<file path="config.mk">
export PLATFORM = sky130hd
export DESIGN_NAME = ser_status
export DESIGN_NICKNAME = d
export VERILOG_FILES = /design/src/core/ser_pkg.sv /design/src/core/ser_status.sv
export SDC_FILE = /design/constraint.sdc
export NUM_CORES = 1
export LEC_CHECK = 0
export BUFFER_PORTS_ARGS = -buffer_cell sky130_fd_sc_hd__buf_2
export CORE_ASPECT_RATIO = 1.5
export CORE_UTILIZATION = 25
export DETAILED_ROUTE_END_ITERATION = 8
export GPL_TIMING_DRIVEN = 0
export SLEW_MARGIN = 20
export SYNTH_ARGS = -nofsm -noshare
export SYNTH_HDL_FRONTEND = slang
export SYNTH_SLANG_ARGS = --single-unit
</file>
<file path="constraint.sdc">
create_clock -name clk_sys -period 2.4 [get_ports clk_sys]
set_input_delay 0.12 -clock clk_sys [delete_from_list [all_inputs] [get_ports clk_sys]]
set_output_delay 0.12 -clock clk_sys [all_outputs]
set_load 0.05 [all_outputs]
</file>
<file path="src/core/ser_pkg.sv">
// Constants, command codes and states for the status event reporting block
package ser_pkg;
	localparam int SER_GRP_W = 16;
	localparam int SER_BYTE_W = 8;
	localparam int SER_NGRP = 2;
	localparam int SER_GRP_OPER = 0;
	localparam int SER_GRP_QUES = 1;

	// Standard event bit positions
	localparam int SER_ESR_OPC = 0;
	localparam int SER_ESR_QYE = 2;
	localparam int SER_ESR_DDE = 3;
	localparam int SER_ESR_EXE = 4;
	localparam int SER_ESR_CME = 5;
	localparam int SER_ESR_PON = 7;
	localparam logic [7:0] SER_ESR_MASK = 8'hbd;
	localparam logic [7:0] SER_ESR_RST = 8'h80;

	// Status byte bit positions
	localparam int SER_STB_QSB = 3;
	localparam int SER_STB_MAV = 4;
	localparam int SER_STB_ESB = 5;
	localparam int SER_STB_RQS = 6;
	localparam int SER_STB_OSB = 7;

	// Reset and preset values
	localparam logic [7:0] SER_SRE_RST = 8'h00;
	localparam logic [7:0] SER_ESE_RST = 8'h00;
	localparam logic [15:0] SER_GRP_MASK = 16'h7fff;
	localparam logic [15:0] SER_PTR_RST = 16'h7fff;
	localparam logic [15:0] SER_NTR_RST = 16'h0000;
	localparam logic [15:0] SER_EN_RST = 16'h0000;

	typedef enum logic [4:0] {
		SER_CMD_SRE_WR = 5'h00,
		SER_CMD_SRE_RD = 5'h01,
		SER_CMD_ESR_RD = 5'h02,
		SER_CMD_ESE_WR = 5'h03,
		SER_CMD_ESE_RD = 5'h04,
		SER_CMD_CLS = 5'h05,
		SER_CMD_OPC = 5'h06,
		SER_CMD_STB_RD = 5'h07,
		SER_CMD_PRESET = 5'h08,
		SER_CMD_OCOND_RD = 5'h09,
		SER_CMD_OPTR_WR = 5'h0a,
		SER_CMD_OPTR_RD = 5'h0b,
		SER_CMD_ONTR_WR = 5'h0c,
		SER_CMD_ONTR_RD = 5'h0d,
		SER_CMD_OEV_RD = 5'h0e,
		SER_CMD_OEN_WR = 5'h0f,
		SER_CMD_OEN_RD = 5'h10,
		SER_CMD_QCOND_RD = 5'h11,
		SER_CMD_QPTR_WR = 5'h12,
		SER_CMD_QPTR_RD = 5'h13,
		SER_CMD_QNTR_WR = 5'h14,
		SER_CMD_QNTR_RD = 5'h15,
		SER_CMD_QEV_RD = 5'h16,
		SER_CMD_QEN_WR = 5'h17,
		SER_CMD_QEN_RD = 5'h18
	} ser_cmd_e;

	typedef enum logic [1:0] {
		SER_PEND_IDLE = 2'b00,
		SER_PEND_BUSY = 2'b01
	} ser_pend_e;
endpackage : ser_pkg

</file>
<file path="src/core/ser_status.sv">
// Status event reporting: standard event, service request and two filtered groups
`timescale 1ns/1ps
module ser_status
	import ser_pkg::*;
(
	// Clock and reset
	input wire logic clk_sys,
	input wire logic srst,
	// Command port from message parser
	input wire logic cmd_valid,
	input wire ser_cmd_e cmd_code,
	input wire logic [15:0] cmd_data,
	output logic rsp_valid_r,
	output logic [15:0] rsp_data_r,
	// Serial poll
	input wire logic serial_poll,
	output logic [7:0] poll_data_r,
	output logic srq_r,
	// Error event pulses
	input wire logic ev_query_err,
	input wire logic ev_device_err,
	input wire logic ev_exec_err,
	input wire logic ev_cmd_err,
	// Measurement engine
	input wire logic trig_count_auto,
	input wire logic stats_en,
	input wire logic func_tot_peak,
	input wire logic meas_start,
	input wire logic meas_end,
	input wire logic block_start,
	input wire logic block_end,
	// Monitored status
	input wire logic output_avail,
	input wire logic [15:0] oper_cond,
	input wire logic [15:0] ques_cond
);

	logic [7:0] sre_r;
	logic [7:0] ese_r;
	logic [7:0] esr_r;
	logic [7:0] esr_set;
	logic esr_clr;
	logic opc_wait_r;
	logic opc_fire;
	ser_pend_e pend_st_r;
	logic block_mode;
	logic pend_go;
	logic pend_stop;
	logic [15:0] cond_r [SER_NGRP];
	logic [15:0] ptr_r [SER_NGRP];
	logic [15:0] ntr_r [SER_NGRP];
	logic [15:0] ev_r [SER_NGRP];
	logic [15:0] en_r [SER_NGRP];
	logic [15:0] cond_in [SER_NGRP];
	logic [15:0] ev_set [SER_NGRP];
	logic ev_clr [SER_NGRP];
	logic [7:0] stb;
	logic mss;
	logic mss_q_r;
	logic rqs_r;
	logic is_cls;
	logic is_preset;

	function automatic logic grp_summary(input logic [15:0] ev, input logic [15:0] en);
		grp_summary = |(ev & en);
	endfunction : grp_summary

	function automatic logic is_cmd(input logic v, input ser_cmd_e c, input ser_cmd_e want);
		is_cmd = v && (c == want);
	endfunction : is_cmd

	assign is_cls = is_cmd(cmd_valid, cmd_code, SER_CMD_CLS);
	assign is_preset = is_cmd(cmd_valid, cmd_code, SER_CMD_PRESET);

	// Enables
	always_ff @(posedge clk_sys) begin
		if (srst) begin
			sre_r <= SER_SRE_RST;
			ese_r <= SER_ESE_RST;
		end else begin
			if (is_cmd(cmd_valid, cmd_code, SER_CMD_SRE_WR))
				sre_r <= cmd_data[7:0];
			if (is_cmd(cmd_valid, cmd_code, SER_CMD_ESE_WR))
				ese_r <= cmd_data[7:0];
		end
	end

	// Pending operation tracking
	assign block_mode = trig_count_auto && stats_en && !func_tot_peak;
	assign pend_go = block_mode ? block_start : meas_start;
	assign pend_stop = block_mode ? block_end : meas_end;

	always_ff @(posedge clk_sys) begin
		if (srst) begin
			pend_st_r <= SER_PEND_IDLE;
		end else begin
			case (pend_st_r)
				SER_PEND_IDLE: if (pend_go) pend_st_r <= SER_PEND_BUSY;
				SER_PEND_BUSY: if (pend_stop) pend_st_r <= SER_PEND_IDLE;
				default: pend_st_r <= SER_PEND_IDLE;
			endcase
		end
	end

	// Operation complete arming
	always_comb begin
		opc_fire = 1'b0;
		// A stop in the command's own cycle counts as the pending fall
		if (is_cmd(cmd_valid, cmd_code, SER_CMD_OPC)
			&& (pend_st_r == SER_PEND_IDLE || pend_stop))
			opc_fire = 1'b1;
		if (opc_wait_r && pend_st_r == SER_PEND_BUSY && pend_stop)
			opc_fire = 1'b1;
	end

	always_ff @(posedge clk_sys) begin
		if (srst) begin
			opc_wait_r <= 1'b0;
		end else if (is_cmd(cmd_valid, cmd_code, SER_CMD_OPC) && pend_st_r == SER_PEND_BUSY
			&& !pend_stop) begin
			opc_wait_r <= 1'b1;
		end else if (is_cls || (pend_st_r == SER_PEND_BUSY && pend_stop)) begin
			opc_wait_r <= 1'b0;
		end
	end

	// Standard event status register
	always_comb begin
		esr_set = 8'h00;
		esr_set[SER_ESR_OPC] = opc_fire;
		esr_set[SER_ESR_QYE] = ev_query_err;
		esr_set[SER_ESR_DDE] = ev_device_err;
		esr_set[SER_ESR_EXE] = ev_exec_err;
		esr_set[SER_ESR_CME] = ev_cmd_err;
	end
	assign esr_clr = is_cls || is_cmd(cmd_valid, cmd_code, SER_CMD_ESR_RD);

	always_ff @(posedge clk_sys) begin
		if (srst) begin
			esr_r <= SER_ESR_RST;
		end else begin
			// A new event in the clearing cycle survives the clear
			esr_r <= ((esr_clr ? 8'h00 : esr_r) | esr_set) & SER_ESR_MASK;
		end
	end

	// Operation and questionable groups
	// Bit 15 reserved, always reads zero
	assign cond_in[SER_GRP_OPER] = oper_cond & SER_GRP_MASK;
	assign cond_in[SER_GRP_QUES] = ques_cond & SER_GRP_MASK;
	assign ev_clr[SER_GRP_OPER] = is_cls || is_cmd(cmd_valid, cmd_code, SER_CMD_OEV_RD);
	assign ev_clr[SER_GRP_QUES] = is_cls || is_cmd(cmd_valid, cmd_code, SER_CMD_QEV_RD);

	always_comb begin
		for (int g = 0; g < SER_NGRP; g++) begin
			ev_set[g] = (cond_in[g] & ~cond_r[g] & ptr_r[g])
				| (~cond_in[g] & cond_r[g] & ntr_r[g]);
		end
	end

	always_ff @(posedge clk_sys) begin
		for (int g = 0; g < SER_NGRP; g++) begin
			if (srst) begin
				cond_r[g] <= 16'h0000;
				ev_r[g] <= 16'h0000;
			end else begin
				cond_r[g] <= cond_in[g];
				ev_r[g] <= ((ev_clr[g] ? 16'h0000 : ev_r[g]) | ev_set[g]) & SER_GRP_MASK;
			end
		end
	end

	// Filters and enables; untouched by clear-status
	always_ff @(posedge clk_sys) begin
		for (int g = 0; g < SER_NGRP; g++) begin
			if (srst || is_preset) begin
				ptr_r[g] <= SER_PTR_RST;
				ntr_r[g] <= SER_NTR_RST;
				en_r[g] <= SER_EN_RST;
			end else if (cmd_valid) begin
				if (cmd_code == (g == SER_GRP_OPER ? SER_CMD_OPTR_WR : SER_CMD_QPTR_WR))
					ptr_r[g] <= cmd_data & SER_GRP_MASK;
				if (cmd_code == (g == SER_GRP_OPER ? SER_CMD_ONTR_WR : SER_CMD_QNTR_WR))
					ntr_r[g] <= cmd_data & SER_GRP_MASK;
				if (cmd_code == (g == SER_GRP_OPER ? SER_CMD_OEN_WR : SER_CMD_QEN_WR))
					en_r[g] <= cmd_data & SER_GRP_MASK;
			end
		end
	end

	// Status byte
	always_comb begin
		stb = 8'h00;
		stb[SER_STB_QSB] = grp_summary(ev_r[SER_GRP_QUES], en_r[SER_GRP_QUES]);
		stb[SER_STB_MAV] = output_avail;
		stb[SER_STB_ESB] = |(esr_r & ese_r);
		stb[SER_STB_OSB] = grp_summary(ev_r[SER_GRP_OPER], en_r[SER_GRP_OPER]);
	end
	// Bit 6 of the enable cannot request service on its own
	assign mss = |(stb & sre_r & ~(8'h01 << SER_STB_RQS));

	always_ff @(posedge clk_sys) begin
		if (srst) begin
			srq_r <= 1'b0;
			mss_q_r <= 1'b0;
			rqs_r <= 1'b0;
			poll_data_r <= 8'h00;
		end else begin
			srq_r <= mss;
			mss_q_r <= mss;
			if (serial_poll)
				poll_data_r <= stb | ({7'h00, rqs_r} << SER_STB_RQS);
			// A new request in the poll cycle still sets the bit
			if (mss && !mss_q_r)
				rqs_r <= 1'b1;
			else if (serial_poll)
				rqs_r <= 1'b0;
		end
	end

	// Query responses
	always_ff @(posedge clk_sys) begin
		if (srst) begin
			rsp_valid_r <= 1'b0;
			rsp_data_r <= 16'h0000;
		end else begin
			rsp_valid_r <= 1'b0;
			if (cmd_valid) begin
				rsp_valid_r <= 1'b1;
				case (cmd_code)
					SER_CMD_SRE_RD: rsp_data_r <= {8'h00, sre_r};
					SER_CMD_ESR_RD: rsp_data_r <= {8'h00, esr_r};
					SER_CMD_ESE_RD: rsp_data_r <= {8'h00, ese_r};
					SER_CMD_STB_RD: rsp_data_r <= {8'h00, stb | ({7'h00, mss} << SER_STB_RQS)};
					SER_CMD_OCOND_RD: rsp_data_r <= cond_r[SER_GRP_OPER];
					SER_CMD_OPTR_RD: rsp_data_r <= ptr_r[SER_GRP_OPER];
					SER_CMD_ONTR_RD: rsp_data_r <= ntr_r[SER_GRP_OPER];
					SER_CMD_OEV_RD: rsp_data_r <= ev_r[SER_GRP_OPER];
					SER_CMD_OEN_RD: rsp_data_r <= en_r[SER_GRP_OPER];
					SER_CMD_QCOND_RD: rsp_data_r <= cond_r[SER_GRP_QUES];
					SER_CMD_QPTR_RD: rsp_data_r <= ptr_r[SER_GRP_QUES];
					SER_CMD_QNTR_RD: rsp_data_r <= ntr_r[SER_GRP_QUES];
					SER_CMD_QEV_RD: rsp_data_r <= ev_r[SER_GRP_QUES];
					SER_CMD_QEN_RD: rsp_data_r <= en_r[SER_GRP_QUES];
					default: begin
						rsp_valid_r <= 1'b0;
					end
				endcase
			end
		end
	end
endmodule : ser_status

</file>
==> run_results.csv <==
group,metric,value,unit
critical_path,r2r_cells,6,
critical_path,crit_buf_inv,4,
synthesis,ys_ff_latch,197,
critical_path,startpoint_type,"primary input",
timing,fin_crit,2.31,ns
synthesis,synthArstFlopShare,0,%
route,vias_per_cell,5.08,
grt,grt.total_usage,18.6,%
critical_path,criticalPathCategory,"primary input to register",
critical_path,slowest_delay,0.96,ns
timing,slew_headroom,18.7,%
grt,grt_pass1_wl,48600,um
route,drtIter0Drc,778,
timing,clock.fmax,0.432,GHz
grt,grt_pass1_vias,7620,
synthesis,synth_area_leader_cell,"edfxtp_1",
route,first_pass_iters,5,
synthesis,yosysSeqAreaShare,54.5,%
layout,antenna_cells,0,
route,via_count,7532,
synthesis,yosysMostFrequentCell,"dfxtp_1",
route,wire_per_inst,22.0,um
synthesis,avgSynthCellArea,10.5,um^2
critical_path,critical_path.cell_chain,"buf_4 -> buf_4 -> buf_4 -> nand2_2 -> nor4_1 -> clkbuf_1 -> and2_1",
critical_path,arrival,2.64,ns
timing,finalHoldViolations,0,
timing,slew_violations,0,
floorplanning,io_pins,95,
route,finalWirelength,32600,um
placement,place_congestion,0.905,
cts,clkTransAtPathRegs,0.07,ns
timing,worst_pin_slew,1.21,ns
synthesis,synthTopCellsByArea,"edfxtp_1 (30%), dfxtp_1 (24%), a22oi_1 (5.2%), and2_1 (4.3%), nor2_1 (3.0%)",
critical_path,end_kind,"register",
pwr,power.density,682,mW/mm^2
job,max_cap_violations,0,
cts,cts_tree,"yes",
grt,antenna_found_initial,0,
placement,dp_hpwl,23900,um
synthesis,synth.top_cell.area_share,30.4,%
timing,fin_crit_sh,96.4,%
floorplanning,die_y,233,um
pwr,p_leak,3.98,nW
cts,clk_path_buf_depth,2,
outcome,status,"finished clean",
critical_path,crit_fanout,10,
layout,layout.nets,1067,
floorplanning,chipWidth,156,um
floorplanning,core_area,0.0350,mm^2
critical_path,path_common_cell,"buf_4",
floorplanning,dieArea,0.0363,mm^2
route,drcViolationCount,0,
route,final_antenna_net_count,0,
synthesis,synth_edf_count,90,
layout,area_delta_synth_final,23.9,%
cts,clock_latency,0.46,ns
cts,cts_sinks,197,
layout,drive_above_1_share,20.8,%
cts,cts_root_buf,"clkbuf_16",
critical_path,cp_top_family,"simple AND/OR/NAND/NOR gates",
timing,rsz0062_at_grt,"no",
synthesis,synth_commonest_cells,"dfxtp_1 (107), edfxtp_1 (90), nor2_1 (70), a22oi_1 (61), and2_1 (61)",
cts,h-tree-depth,4,
timing,setup_viol,0,
timing,setup_tns,0,ns
placement,io_buffers,83,
synthesis,ys_warn_count,0,
pwr,irDropWorstVdd,0.535,mV
grt,grt-ovfl-total,0,
synthesis,synthesis.area,0.00889,mm^2
critical_path,cp.depth,7,
critical_path,worstPathRequired,2.73,ns
critical_path,critical_path.slowest_cell,"nor4_1",
worst_hold_path,hold_depth,2,
worst_hold_path,min_path_type,"primary input to register",
floorplanning,start_util,25.4,%
synthesis,synth_flop_cell,"dfxtp_1",
synthesis,synth_cells,847,
grt,grt_max_degree,20,
pwr,p_total,7.51,mW
synthesis,ys_types,65,
floorplanning,fp-row-count,84,
cts,cts_buffers,17,
timing,finClkSkew,0.0141,ns
==> placed cells by master (no fill, tap or decap), types with 36 or more instances in the layout <==
| cell type | netlist | layout |
|---|---|---|
| nor2_1 | 70 | 70 |
| and2_1 | 61 | 61 |
| dfxtp_1 | 107 | 107 |
| edfxtp_1 | 90 | 90 |
| buf_2 | 15 | 98 |
| a21oi_1 | 38 | 38 |
| o21ai_0 | 36 | 36 |
| dlygate4sd3_1 | 0 | 42 |
| a22oi_1 | 61 | 61 |
| nand2_1 | 57 | 57 |
==> flip-flops by register name, summed over array words and instances, names as in the netlist, 5 cells and up <==
name and cells:
ntr_r 30, esr_r 6, en_r 30, rsp_data_r 15, sre_r 8, cond_r 30
ese_r 8, ptr_r 30, poll_data_r 5, ev_r 30
==> kinds of logic after synthesis <==
logic type | share of synthesized area (%)
simple gates | 22.9
xor+xnor | 0.197
mux | 2.60
buf+inv | 3.12
compound gates | 16.6
flops | 54.5
other cells | 0.0422
==> cell type report <==
cell class              instances  area [um^2]
plain buffers                  50          263
flip-flops and latches        197         4840
clock inverters                14          133
well taps                     473          592
multi-input cells             599         3850
clock buffers                  18          439
repair buffers                129          881
inverters                       4         15.0
fillers                      3589        24000
==> routing by layer <==
layer	share of wire, %	track usage, %	up-vias
met2	49	32.2	385
li1	-	-	3414
met1	37	21.0	3628
met4	5.9	10.8	0
met5	0	0	-
met3	7.3	3.82	105
==> worst paths after layout <==
path | start | endpoint | slack, ns
max | cmd_code[1] | en_r[1][10] | 0.09
min | cmd_data[12] | ptr_r[0][12] | 0.01
max reg2reg | en_r[1][11] | rsp_data_r[6] | 0.24
min reg2reg | rsp_data_r[10] | rsp_data_r[10] | 0.45
==> report_power, final <==
group / switching (mW) / total (mW) / internal, mW
sequential: 0.152 / 3.85 / 3.70
clock: 1.43 / 2.83 / 1.40
combinational: 0.527 / 0.829 / 0.302
total: 2.10 / 7.51 / 5.40
==> worst reg2reg max path, delay by kind of cell (launching register included) <==
family	cells	cell delay [ns]
and+or+nand+nor	1	0.32
AOI/OAI and AO/OA	5	1.31
DFF	1	0.40
==> metrics by stage <==
| step | setup slack, ns | std cells | cell area [um^2] | utilization, % | hold slack, ns |
|---|---|---|---|---|---|
| 2_1_floorplan | 0.0347 | 850 | 8900 | - | 0.237 |
| 3_3_place_gp | -1.19 | 1406 | 9910 | 28.3 | 0.326 |
| 3_5_place_dp | -0.410 | 1410 | 10000 | 28.6 | 0.333 |
| 4_1_cts | 0.0617 | 1484 | 11000 | 31.4 | 0.000202 |
| 5_1_grt | 0.0977 | 1484 | 11000 | 31.5 | 0.0106 |
| 6_report | 0.0859 | 1484 | 11000 | 31.5 | 0.0126 |
==> what timing repair did <==
action	CTS	global route
setup endpoints to repair	0	1
hold buffers	42	0
endpoints found under the hold margin	50	0
resized for setup	0	1
buffers inserted	0	0
No activity file was read; power rests on OpenSTA's default activity.
